**src/rx_av_pkg.sv**
```systemverilog
// shared constants and types for the receive output formatter
package rx_av_pkg;
   // register byte addresses
   localparam logic [7:0] ADDR_CTRL   = 8'h00;
   localparam logic [7:0] ADDR_STATUS = 8'h04;
   localparam logic [7:0] ADDR_EVENT  = 8'h08;
   localparam logic [7:0] ADDR_EVMASK = 8'h0C;
   localparam logic [7:0] ADDR_ACHAN  = 8'h10;
   // control register layout, low byte
   typedef struct packed {
      logic [1:0] bpc;
      logic [1:0] cfmt;
      logic       interlaced;
      logic       remap_en;
      logic       vid_rst;
      logic       hpd;
   } ctrl_t;
   localparam logic [7:0] CTRL_RST = 8'h02;
   // colour formats and actual depth codes
   localparam logic [1:0] CFMT_RGB = 2'h0;
   localparam logic [1:0] CFMT_444 = 2'h1;
   localparam logic [1:0] CFMT_422 = 2'h2;
   localparam logic [1:0] CFMT_420 = 2'h3;
   localparam logic [1:0] BPC_8  = 2'h0;
   localparam logic [1:0] BPC_10 = 2'h1;
   localparam logic [1:0] BPC_12 = 2'h2;
   localparam logic [1:0] BPC_16 = 2'h3;
   localparam int         IN_BPC = 16;
   // audio packet types carried to the audio output
   localparam logic [7:0] PKT_LPCM = 8'h02;
   localparam logic [7:0] PKT_HBR  = 8'h09;
   localparam logic [3:0] ACHAN_RST = 4'h2;
   // sideband word bit positions and event bits
   typedef struct packed {
      logic video_rdy;
      logic link_rdy;
   } sideband_t;
   localparam int EV_LINK = 0;
   localparam int EV_VID  = 1;
   localparam int EV_SRC  = 2;
   localparam int EV_W    = 3;
endpackage

```
**src/rx_av_output_formatter.sv**
```systemverilog
// receive output formatter: video stream, audio stream, sideband, control
`timescale 1ns/1ps
module rx_av_output_formatter
   import rx_av_pkg::*;
#(
   parameter int PPC         = 2,
   parameter int MAX_BPC     = 16,
   parameter int AUD_W       = 24,
   parameter bit HPD_ACT_LOW = 1'b0,
   parameter bit SRC_ACT_LOW = 1'b0,
   parameter bit REMAP_420   = 1'b1
) (
   input  wire logic                     i_clk,          // 40 MHz clock
   input  wire logic                     i_rst_n,        // whole block
   input  wire logic                     i_vid_rst_n,    // video path
   input  wire logic                     i_aud_rst_n,    // audio path
   input  wire logic [7:0]               i_addr,         // reg address
   input  wire logic [31:0]              i_wdata,        // reg wr data
   input  wire logic                     i_wr,           // write strobe
   input  wire logic                     i_rd,           // read strobe
   output logic      [31:0]              o_rdata,        // reg rd data
   output logic                          o_plug_present, // presence pin
   input  wire logic                     i_source_present, // source pin
   output logic                          o_irq,          // interrupt
   input  wire logic [1:0]               i_sideband_status_word, // sb
   input  wire logic                     i_sideband_status_valid, // sb
   output logic                          o_video_rst,    // native rst
   input  wire logic                     i_pix_valid,    // native valid
   output logic                          o_pix_ready,    // native ready
   input  wire logic [PPC*3*IN_BPC-1:0]  i_pix_data,     // native pixels
   input  wire logic                     i_pix_sof,      // frame start
   input  wire logic                     i_pix_eol,      // line end
   input  wire logic                     i_pix_field,    // odd field
   output logic                          o_vid_valid,    // stream valid
   input  wire logic                     i_vid_ready,    // stream ready
   output logic      [PPC*3*MAX_BPC-1:0] o_vid_data,     // stream data
   output logic                          o_vid_sof,      // stream sof
   output logic                          o_vid_eol,      // stream eol
   output logic                          o_vid_fid,      // field id
   input  wire logic                     i_aud_valid,    // packet valid
   output logic                          o_aud_ready,    // packet ready
   input  wire logic [7:0]               i_aud_type,     // packet type
   input  wire logic [AUD_W-1:0]         i_aud_sample,   // sample
   output logic                          o_audio_word_valid, // word valid
   input  wire logic                     i_audio_word_accept, // ready
   output logic      [AUD_W-1:0]         o_aud_data,     // audio word
   output logic      [3:0]               o_aud_chan      // channel id
);
   localparam int NCOMP = PPC * 3;

   // ---------------- register bus ----------------
   ctrl_t            ctrl_q;
   logic [EV_W-1:0]  event_q;
   logic [EV_W-1:0]  event_d;
   logic [EV_W-1:0]  evmask_q;
   logic [3:0]       achan_q;
   logic [31:0]      rdata_q;
   logic [31:0]      rdata_d;
   logic             irq_q;

   wire wr_ctrl   = i_wr && (i_addr == ADDR_CTRL);
   wire wr_event  = i_wr && (i_addr == ADDR_EVENT);
   wire wr_evmask = i_wr && (i_addr == ADDR_EVMASK);
   wire wr_achan  = i_wr && (i_addr == ADDR_ACHAN);

   // ---------------- sideband and source present ----------------
   logic [3:0]  sb_meta_q;
   logic [3:0]  sb_sync_q;
   sideband_t   sb_q;
   logic        src_q;
   logic [EV_W-1:0] stat_prev_q;
   logic [EV_W-1:0] stat_now;

   always_ff @(posedge i_clk or negedge i_rst_n) begin
      if (!i_rst_n) begin
         sb_meta_q <= 4'h0;
         sb_sync_q <= 4'h0;
      end else begin
         sb_meta_q <= {i_source_present, i_sideband_status_valid,
                       i_sideband_status_word};
         sb_sync_q <= sb_meta_q;
      end
   end

   // source present normalised to active high
   wire src_asserted = sb_sync_q[3] ^ SRC_ACT_LOW;

   always_ff @(posedge i_clk or negedge i_rst_n) begin
      if (!i_rst_n) begin
         sb_q  <= '0;
         src_q <= 1'b0;
      end else begin
         if (sb_sync_q[2])
            sb_q <= sideband_t'(sb_sync_q[1:0]);
         src_q <= src_asserted;
      end
   end

   assign stat_now = {src_q, sb_q.video_rdy, sb_q.link_rdy};
   wire [EV_W-1:0] stat_chg = stat_now ^ stat_prev_q;

   // sticky change events; a new event beats a clearing write
   assign event_d = (event_q & ~(wr_event ? i_wdata[EV_W-1:0] : '0))
                    | stat_chg;

   always_ff @(posedge i_clk or negedge i_rst_n) begin
      if (!i_rst_n) begin
         stat_prev_q <= '0;
         event_q     <= '0;
         irq_q       <= 1'b0;
      end else begin
         stat_prev_q <= stat_now;
         event_q     <= event_d;
         irq_q       <= |(event_d & evmask_q);
      end
   end
   assign o_irq = irq_q;

   always_ff @(posedge i_clk or negedge i_rst_n) begin
      if (!i_rst_n) begin
         ctrl_q   <= ctrl_t'(CTRL_RST);
         evmask_q <= '0;
         achan_q  <= ACHAN_RST;
         rdata_q  <= 32'h0000_0000;
      end else begin
         if (wr_ctrl)
            ctrl_q <= ctrl_t'(i_wdata[7:0]);
         if (wr_evmask)
            evmask_q <= i_wdata[EV_W-1:0];
         if (wr_achan)
            achan_q <= i_wdata[3:0];
         rdata_q <= rdata_d;
      end
   end

   always_comb begin
      rdata_d = 32'h0000_0000;
      if (i_rd) begin
         case (i_addr)
            ADDR_CTRL:   rdata_d[7:0]      = ctrl_q;
            ADDR_STATUS: rdata_d[EV_W-1:0] = stat_now;
            ADDR_EVENT:  rdata_d[EV_W-1:0] = event_q;
            ADDR_EVMASK: rdata_d[EV_W-1:0] = evmask_q;
            ADDR_ACHAN:  rdata_d[3:0]      = achan_q;
            default:     rdata_d           = 32'h0000_0000;
         endcase
      end
   end
   assign o_rdata = rdata_q;

   // plug presence drive level
   assign o_plug_present = ctrl_q.hpd ^ HPD_ACT_LOW;

   // native video reset, registered, high while held by software
   logic video_rst_q;
   always_ff @(posedge i_clk or negedge i_rst_n) begin
      if (!i_rst_n)
         video_rst_q <= 1'b1;
      else
         video_rst_q <= ctrl_q.vid_rst;
   end
   assign o_video_rst = video_rst_q;

   // ---------------- video stream path ----------------
   wire vid_rst_n = i_rst_n & i_vid_rst_n;

   logic                     vvalid_q;
   logic [NCOMP*MAX_BPC-1:0] vdata_q;
   logic                     vsof_q;
   logic                     veol_q;
   logic                     vfid_q;
   logic                     line_odd_q;
   logic [NCOMP*MAX_BPC-1:0] vdata_d;

   // single output stage, no line storage
   wire vslot_free = !vvalid_q || i_vid_ready;
   wire vtake      = i_pix_valid && vslot_free;
   assign o_pix_ready = vslot_free;

   // 4:2:2 forced to 12 bit depth
   wire [1:0] eff_bpc = (ctrl_q.cfmt == CFMT_422) ? BPC_12 :
                        ctrl_q.bpc;
   // line parity restarts on each frame
   wire cur_odd = i_pix_sof ? 1'b0 : line_odd_q;
   wire drop_chroma = REMAP_420 && ctrl_q.remap_en &&
                      (ctrl_q.cfmt == CFMT_420) && cur_odd;

   genvar g;
   generate
      for (g = 0; g < NCOMP; g++) begin : g_comp
         logic [MAX_BPC-1:0] aligned;
         depth_align #(
            .MAX_BPC (MAX_BPC)
         ) u_align (
            .i_comp (i_pix_data[g*IN_BPC +: IN_BPC]),
            .i_bpc  (eff_bpc),
            .o_comp (aligned)
         );
         // components 1 and 2 of each pixel are chroma
         assign vdata_d[g*MAX_BPC +: MAX_BPC] =
            (drop_chroma && ((g % 3) != 0)) ? '0 : aligned;
      end
   endgenerate

   always_ff @(posedge i_clk or negedge vid_rst_n) begin
      if (!vid_rst_n) begin
         vvalid_q   <= 1'b0;
         vdata_q    <= '0;
         vsof_q     <= 1'b0;
         veol_q     <= 1'b0;
         vfid_q     <= 1'b0;
         line_odd_q <= 1'b0;
      end else begin
         if (vtake) begin
            vvalid_q   <= 1'b1;
            vdata_q    <= vdata_d;
            vsof_q     <= i_pix_sof;
            veol_q     <= i_pix_eol;
            vfid_q     <= ctrl_q.interlaced && i_pix_field;
            line_odd_q <= i_pix_eol ? !cur_odd : cur_odd;
         end else if (i_vid_ready) begin
            vvalid_q <= 1'b0;
         end
      end
   end

   assign o_vid_valid = vvalid_q;
   assign o_vid_data  = vdata_q;
   assign o_vid_sof   = vsof_q;
   assign o_vid_eol   = veol_q;
   assign o_vid_fid   = vfid_q;

   // ---------------- audio stream path ----------------
   wire aud_rst_n = i_rst_n & i_aud_rst_n;

   logic             avalid_q;
   logic [AUD_W-1:0] adata_q;
   logic [3:0]       achan_id_q;
   logic [3:0]       next_chan_q;

   wire type_ok    = (i_aud_type == PKT_LPCM) ||
                     (i_aud_type == PKT_HBR);
   wire aslot_free = !avalid_q || i_audio_word_accept;
   wire atake      = i_aud_valid && type_ok && aslot_free;
   // other packet types are consumed and discarded
   assign o_aud_ready = !type_ok || aslot_free;
   wire last_chan  = (next_chan_q >= achan_q - 4'h1) ||
                     (achan_q == 4'h0);

   always_ff @(posedge i_clk or negedge aud_rst_n) begin
      if (!aud_rst_n) begin
         avalid_q    <= 1'b0;
         adata_q     <= '0;
         achan_id_q  <= 4'h0;
         next_chan_q <= 4'h0;
      end else begin
         if (atake) begin
            avalid_q    <= 1'b1;
            adata_q     <= i_aud_sample;
            achan_id_q  <= next_chan_q;
            next_chan_q <= last_chan ? 4'h0 :
                           next_chan_q + 4'h1;
         end else if (i_audio_word_accept) begin
            avalid_q <= 1'b0;
         end
      end
   end

   assign o_audio_word_valid = avalid_q;
   assign o_aud_data         = adata_q;
   assign o_aud_chan         = achan_id_q;
endmodule

```
**src/depth_align.sv**
```systemverilog
// one component: msb-align to the output depth, truncate or zero pad
`timescale 1ns/1ps
module depth_align
   import rx_av_pkg::*;
#(
   parameter int MAX_BPC = 12
) (
   input  wire logic [IN_BPC-1:0]  i_comp, // lsb-aligned component
   input  wire logic [1:0]         i_bpc,  // actual depth code
   output logic      [MAX_BPC-1:0] o_comp  // msb-aligned result
);
   logic [IN_BPC-1:0] msb_al;
   always_comb begin
      case (i_bpc)
         BPC_8:   msb_al = {i_comp[7:0], 8'h00};
         BPC_10:  msb_al = {i_comp[9:0], 6'h00};
         BPC_12:  msb_al = {i_comp[11:0], 4'h0};
         default: msb_al = i_comp;
      endcase
   end
   // top bits kept, dropped low bits gone, short inputs zero padded
   assign o_comp = msb_al[IN_BPC-1 -: MAX_BPC];
endmodule

```
**config.mk**
```make
export PLATFORM = sky130hd
export DESIGN_NAME = rx_av_output_formatter
export DESIGN_NICKNAME = d
export VERILOG_FILES = /design/src/rx_av_pkg.sv /design/src/rx_av_output_formatter.sv /design/src/depth_align.sv
export SDC_FILE = /design/constraint.sdc
export NUM_CORES = 1
export LEC_CHECK = 0
export CAP_MARGIN = 20
export CORE_AREA = 2 2 138 140
export CTS_CLUSTER_DIAMETER = 40
export DETAILED_ROUTE_END_ITERATION = 8
export DIE_AREA = 0 0 140 142
export DONT_BUFFER_PORTS = 1
export HOLD_SLACK_MARGIN = 0.1
export SLEW_MARGIN = 20
export SYNTH_ARGS = -nofsm -noshare
export SYNTH_HDL_FRONTEND = slang
export SYNTH_SLANG_ARGS = --single-unit
```
**constraint.sdc**
```tcl
create_clock -name i_clk -period 5.4 [get_ports i_clk]
set_input_delay 1.08 -clock i_clk [delete_from_list [all_inputs] [get_ports i_clk]]
set_output_delay 1.08 -clock i_clk [all_outputs]
set_load 0.05 [all_outputs]
```
==> out/qor.yml <==
floorplan:
  initial_core_util_pct: 46.1
  die_height_um: 142
  die-area_sq_um: 19900
  io_pins: 351
  rows: 50
  die_x_um: 140
  core_sq_um: 18500
clocking:
  clockBufferDepth: 2
  clk_pin_slew_ns: 0.07
  tritoncts: "yes"
  cts-resized-gates: 0
  numCtsBuffers: 17
  holdBufCountCts: 0
  cts_htree_levels: 4
  insertion_delay_ns: 0.42
  cts-root-buf: "clkbuf_16"
  cts.sinks: 176
  post-cts-setup-buffers: 0
sta:
  timing.setup.tns_ns: 0
  max_freq_ghz: 0.329
  finalCritPeriodShare_pct: 56.2
  rsz0062_at_grt: "false"
  relSlewSlack_pct: 30.2
  setup_violations: 0
  period_needed_ns: 3.04
  tightest_slew_ns: 1.04
  skew_ns: 0.00992
  hold_viol: 0
  slew_viol_final: 0
synth:
  synth_edf_count: 0
  synth-compound-area-share_pct: 18.9
  netlist_area_sq_um: 8510
  synth_area_per_cell_sq_um: 10.6
  ys.flop_type: "dfrtp_1"
  yosys_warnings: 0
  synth_simple_gate_area_share_pct: 9.12
  yosysSeqAreaShare_pct: 51.8
  synth.distinct_cells: 57
  yosys_register_bits: 176
  synth_mux_area_share_pct: 13.0
  synthXorXnorAreaFrac_pct: 0.515
  netlist_instances: 801
  synth_top_family_by_area: "compound AO/OA/AOI/OAI gates"
  async_flop_share_pct: 100
  yosys.area_share.adder_pct: 0.882
layout:
  drive_gt1_share_pct: 10.5
  fillers: 1668
  finalNetCount: 961
  syn2layout_area_growth_pct: 7.01
  utilization_pct: 49.3
  n_antenna_cell: 0
critical_path:
  required_ns: 4.32
  critPathKind: "input port to output pin"
  cp.arrival_ns: 1.96
  start_kind: "input port"
  critPathTopFamily: "simple AND/OR/NAND/NOR gates"
  path_buf_inv: 0
  max_stage_delay_ns: 0.32
  path_cells: "nor4_1, o211a_1, nand2b_1"
  critPathSlowestCell: "nand2b_1"
  crit_fanout: 3
  end_kind: "output pin"
global_route:
  grt_pass1_vias: 6338
  grt_pass1_wl_mm: 35.0
  gr-usage-all-layers_pct: 22.4
  antenna_found_initial: 0
  grt-ovfl-total: 0
  grt_max_degree: 138
power_and_ir_drop:
  power_leakage_nw: 4.10
  power_mw: 3.44
  ir_worst_vdd_uv: 206
  p_per_area_nw_per_um2: 378
route:
  drcViolationCount: 25
  wl_mm: 22.7
  vias: 6243
  dr.pass1.iters: 9
  drt-wirelength-per-cell_um: 22.3
  via_per_inst: 6.14
  ant_nets: 0
  drt-initial-drc-count: 359
status:
  violations: "design-rule violations"
  status: "finished with violations"
run:
  cap_violations: 0
hold_path:
  hold_path_class: "input port to asynchronous set/reset pin"
placed_design:
  routabilityCongestion: 0.883
  portBuffers: 0
  hpwl_mm: 16.3
kinds of logic (layout without fill, tap and decap cells):
family	count (synthesis)	count (layout)
adders and majority gates	6	6
and+or+nand+nor	165	165
xor gates and xnor gates	5	5
AOI/OAI and AO/OA	248	248
DFF	176	176
other	1	24
muxes	104	104
buffers and inverters	96	55
routing by layer:
metal  global-route usage, %  share of wire, %
met4                    9.89               3.1
met1                    26.4                39
met2                    37.0                49
met5                       0                 0
met3                    8.11               9.4
cell usage in the layout (no fill, tap or decap), drive strengths merged, types with 3 or more instances in the layout:
master	Yosys	routed
a22o	24	24
nand2	93	93
clkinv	0	6
a21oi	60	60
mux2	50	50
o21ai	77	77
mux2i	54	54
o221ai	39	39
and2	8	8
dfrtp	173	173
o22ai	16	16
nor2	29	29
buf	59	9
clkbuf	23	20
o31ai	4	4
xor2	3	3
ha	6	6
dfstp	3	3
a22oi	9	9
nand2b	8	8
nand3	5	5
a222oi	7	7
inv	14	19
conb	1	24
nor3	4	4
nor3b	3	3
where the power goes:
group          internal, mW  total, mW  switching [mW]  leakage, nW
clock network         0.613       1.15           0.538        0.269
logic                 0.146      0.382           0.237         1.57
registers              1.43       1.91           0.476         2.27
total                  2.19       3.44            1.25         4.10
through the flow:
step	instance area (sq um)	setup slack [ns]	instances	hold WS, ns
final	9110	2.36	1017	0.346
after global routing	9110	2.23	1017	0.315
after CTS	9110	2.37	1017	0.322
after detailed placement	8560	2.02	985	0.345
after global placement	8560	2.09	985	0.331
after floorplan	8600	1.14	824	0.331
cell usage after synthesis, types with 2 or more instances:
master | number | area share (%)
nor3_2 | 2 | 0.24
o21ai_0 | 37 | 2.2
o32a_1 | 2 | 0.24
ha_1 | 6 | 0.88
inv_1 | 14 | 0.62
nand3_1 | 5 | 0.29
nor2b_1 | 2 | 0.15
nor3b_1 | 2 | 0.18
mux2i_1 | 54 | 6.4
xor2_1 | 3 | 0.31
and2_1 | 8 | 0.59
buf_1 | 8 | 0.35
o22ai_1 | 16 | 1.2
a21o_1 | 2 | 0.18
nand2b_1 | 8 | 0.59
nor2_2 | 2 | 0.15
nor2_1 | 27 | 1.2
o221ai_1 | 39 | 4.0
mux2_2 | 25 | 3.3
nand2_1 | 93 | 4.1
o31ai_1 | 4 | 0.35
nor3_1 | 2 | 0.12
dfrtp_1 | 173 | 51
a22oi_1 | 9 | 0.79
o21ai_1 | 40 | 2.4
a222oi_1 | 7 | 0.82
a22o_1 | 24 | 2.5
buf_4 | 25 | 2.2
xnor2_1 | 2 | 0.21
nand4_1 | 2 | 0.15
dfstp_2 | 3 | 0.93
mux2_1 | 25 | 3.3
a21oi_1 | 60 | 3.5
clkbuf_1 | 23 | 1.0
buf_2 | 25 | 1.5
sequential cells by signal (all words and copies together), names as in the netlist, 2 cells and up:
signal	cells
o_aud_data	24
evmask_q	3
stat_prev_q	3
event_q	3
o_rdata	8
sb_q	2
achan_q	4
next_chan_q	4
ctrl_q	7
o_aud_chan	4
sb_sync_q	4
o_vid_data	96
sb_meta_q	4
cell type report:
type | count | area (sq um) | share of cell area, %
flip-flops and latches | 176 | 4410 | 48.4
inverters | 14 | 52.6 | 0.577
multi-input cells | 552 | 3720 | 40.9
clock inverters | 12 | 101 | 1.11
clock buffers | 20 | 447 | 4.91
well taps | 234 | 293 | 3.22
repair buffers | 9 | 80.1 | 0.879
worst paths after layout:
path | startpoint | end | slack (ns) | depth (start not counted)
worst max-delay path | i_aud_type[5] | o_aud_ready | 2.36 | 3
worst min-delay path | i_rst_n | evmask_q[1]$_DFFE_PN0P_ | 0.35 | 0
worst max register to register | o_vid_valid$_DFFE_PN0P_ | o_vid_data[36]$_DFFE_PN0P_ | 2.42 | 6
worst min register to register | sb_meta_q[1]$_DFF_PN0_ | sb_sync_q[1]$_DFF_PN0_ | 0.36 | 0
max in group asynchronous | i_rst_n | o_vid_data[87]$_DFFE_PN0P_ | 3.52 | 2
min in group i_clk | sb_meta_q[1]$_DFF_PN0_ | sb_sync_q[1]$_DFF_PN0_ | 0.36 | 0
(Power assumes the default switching activity.)
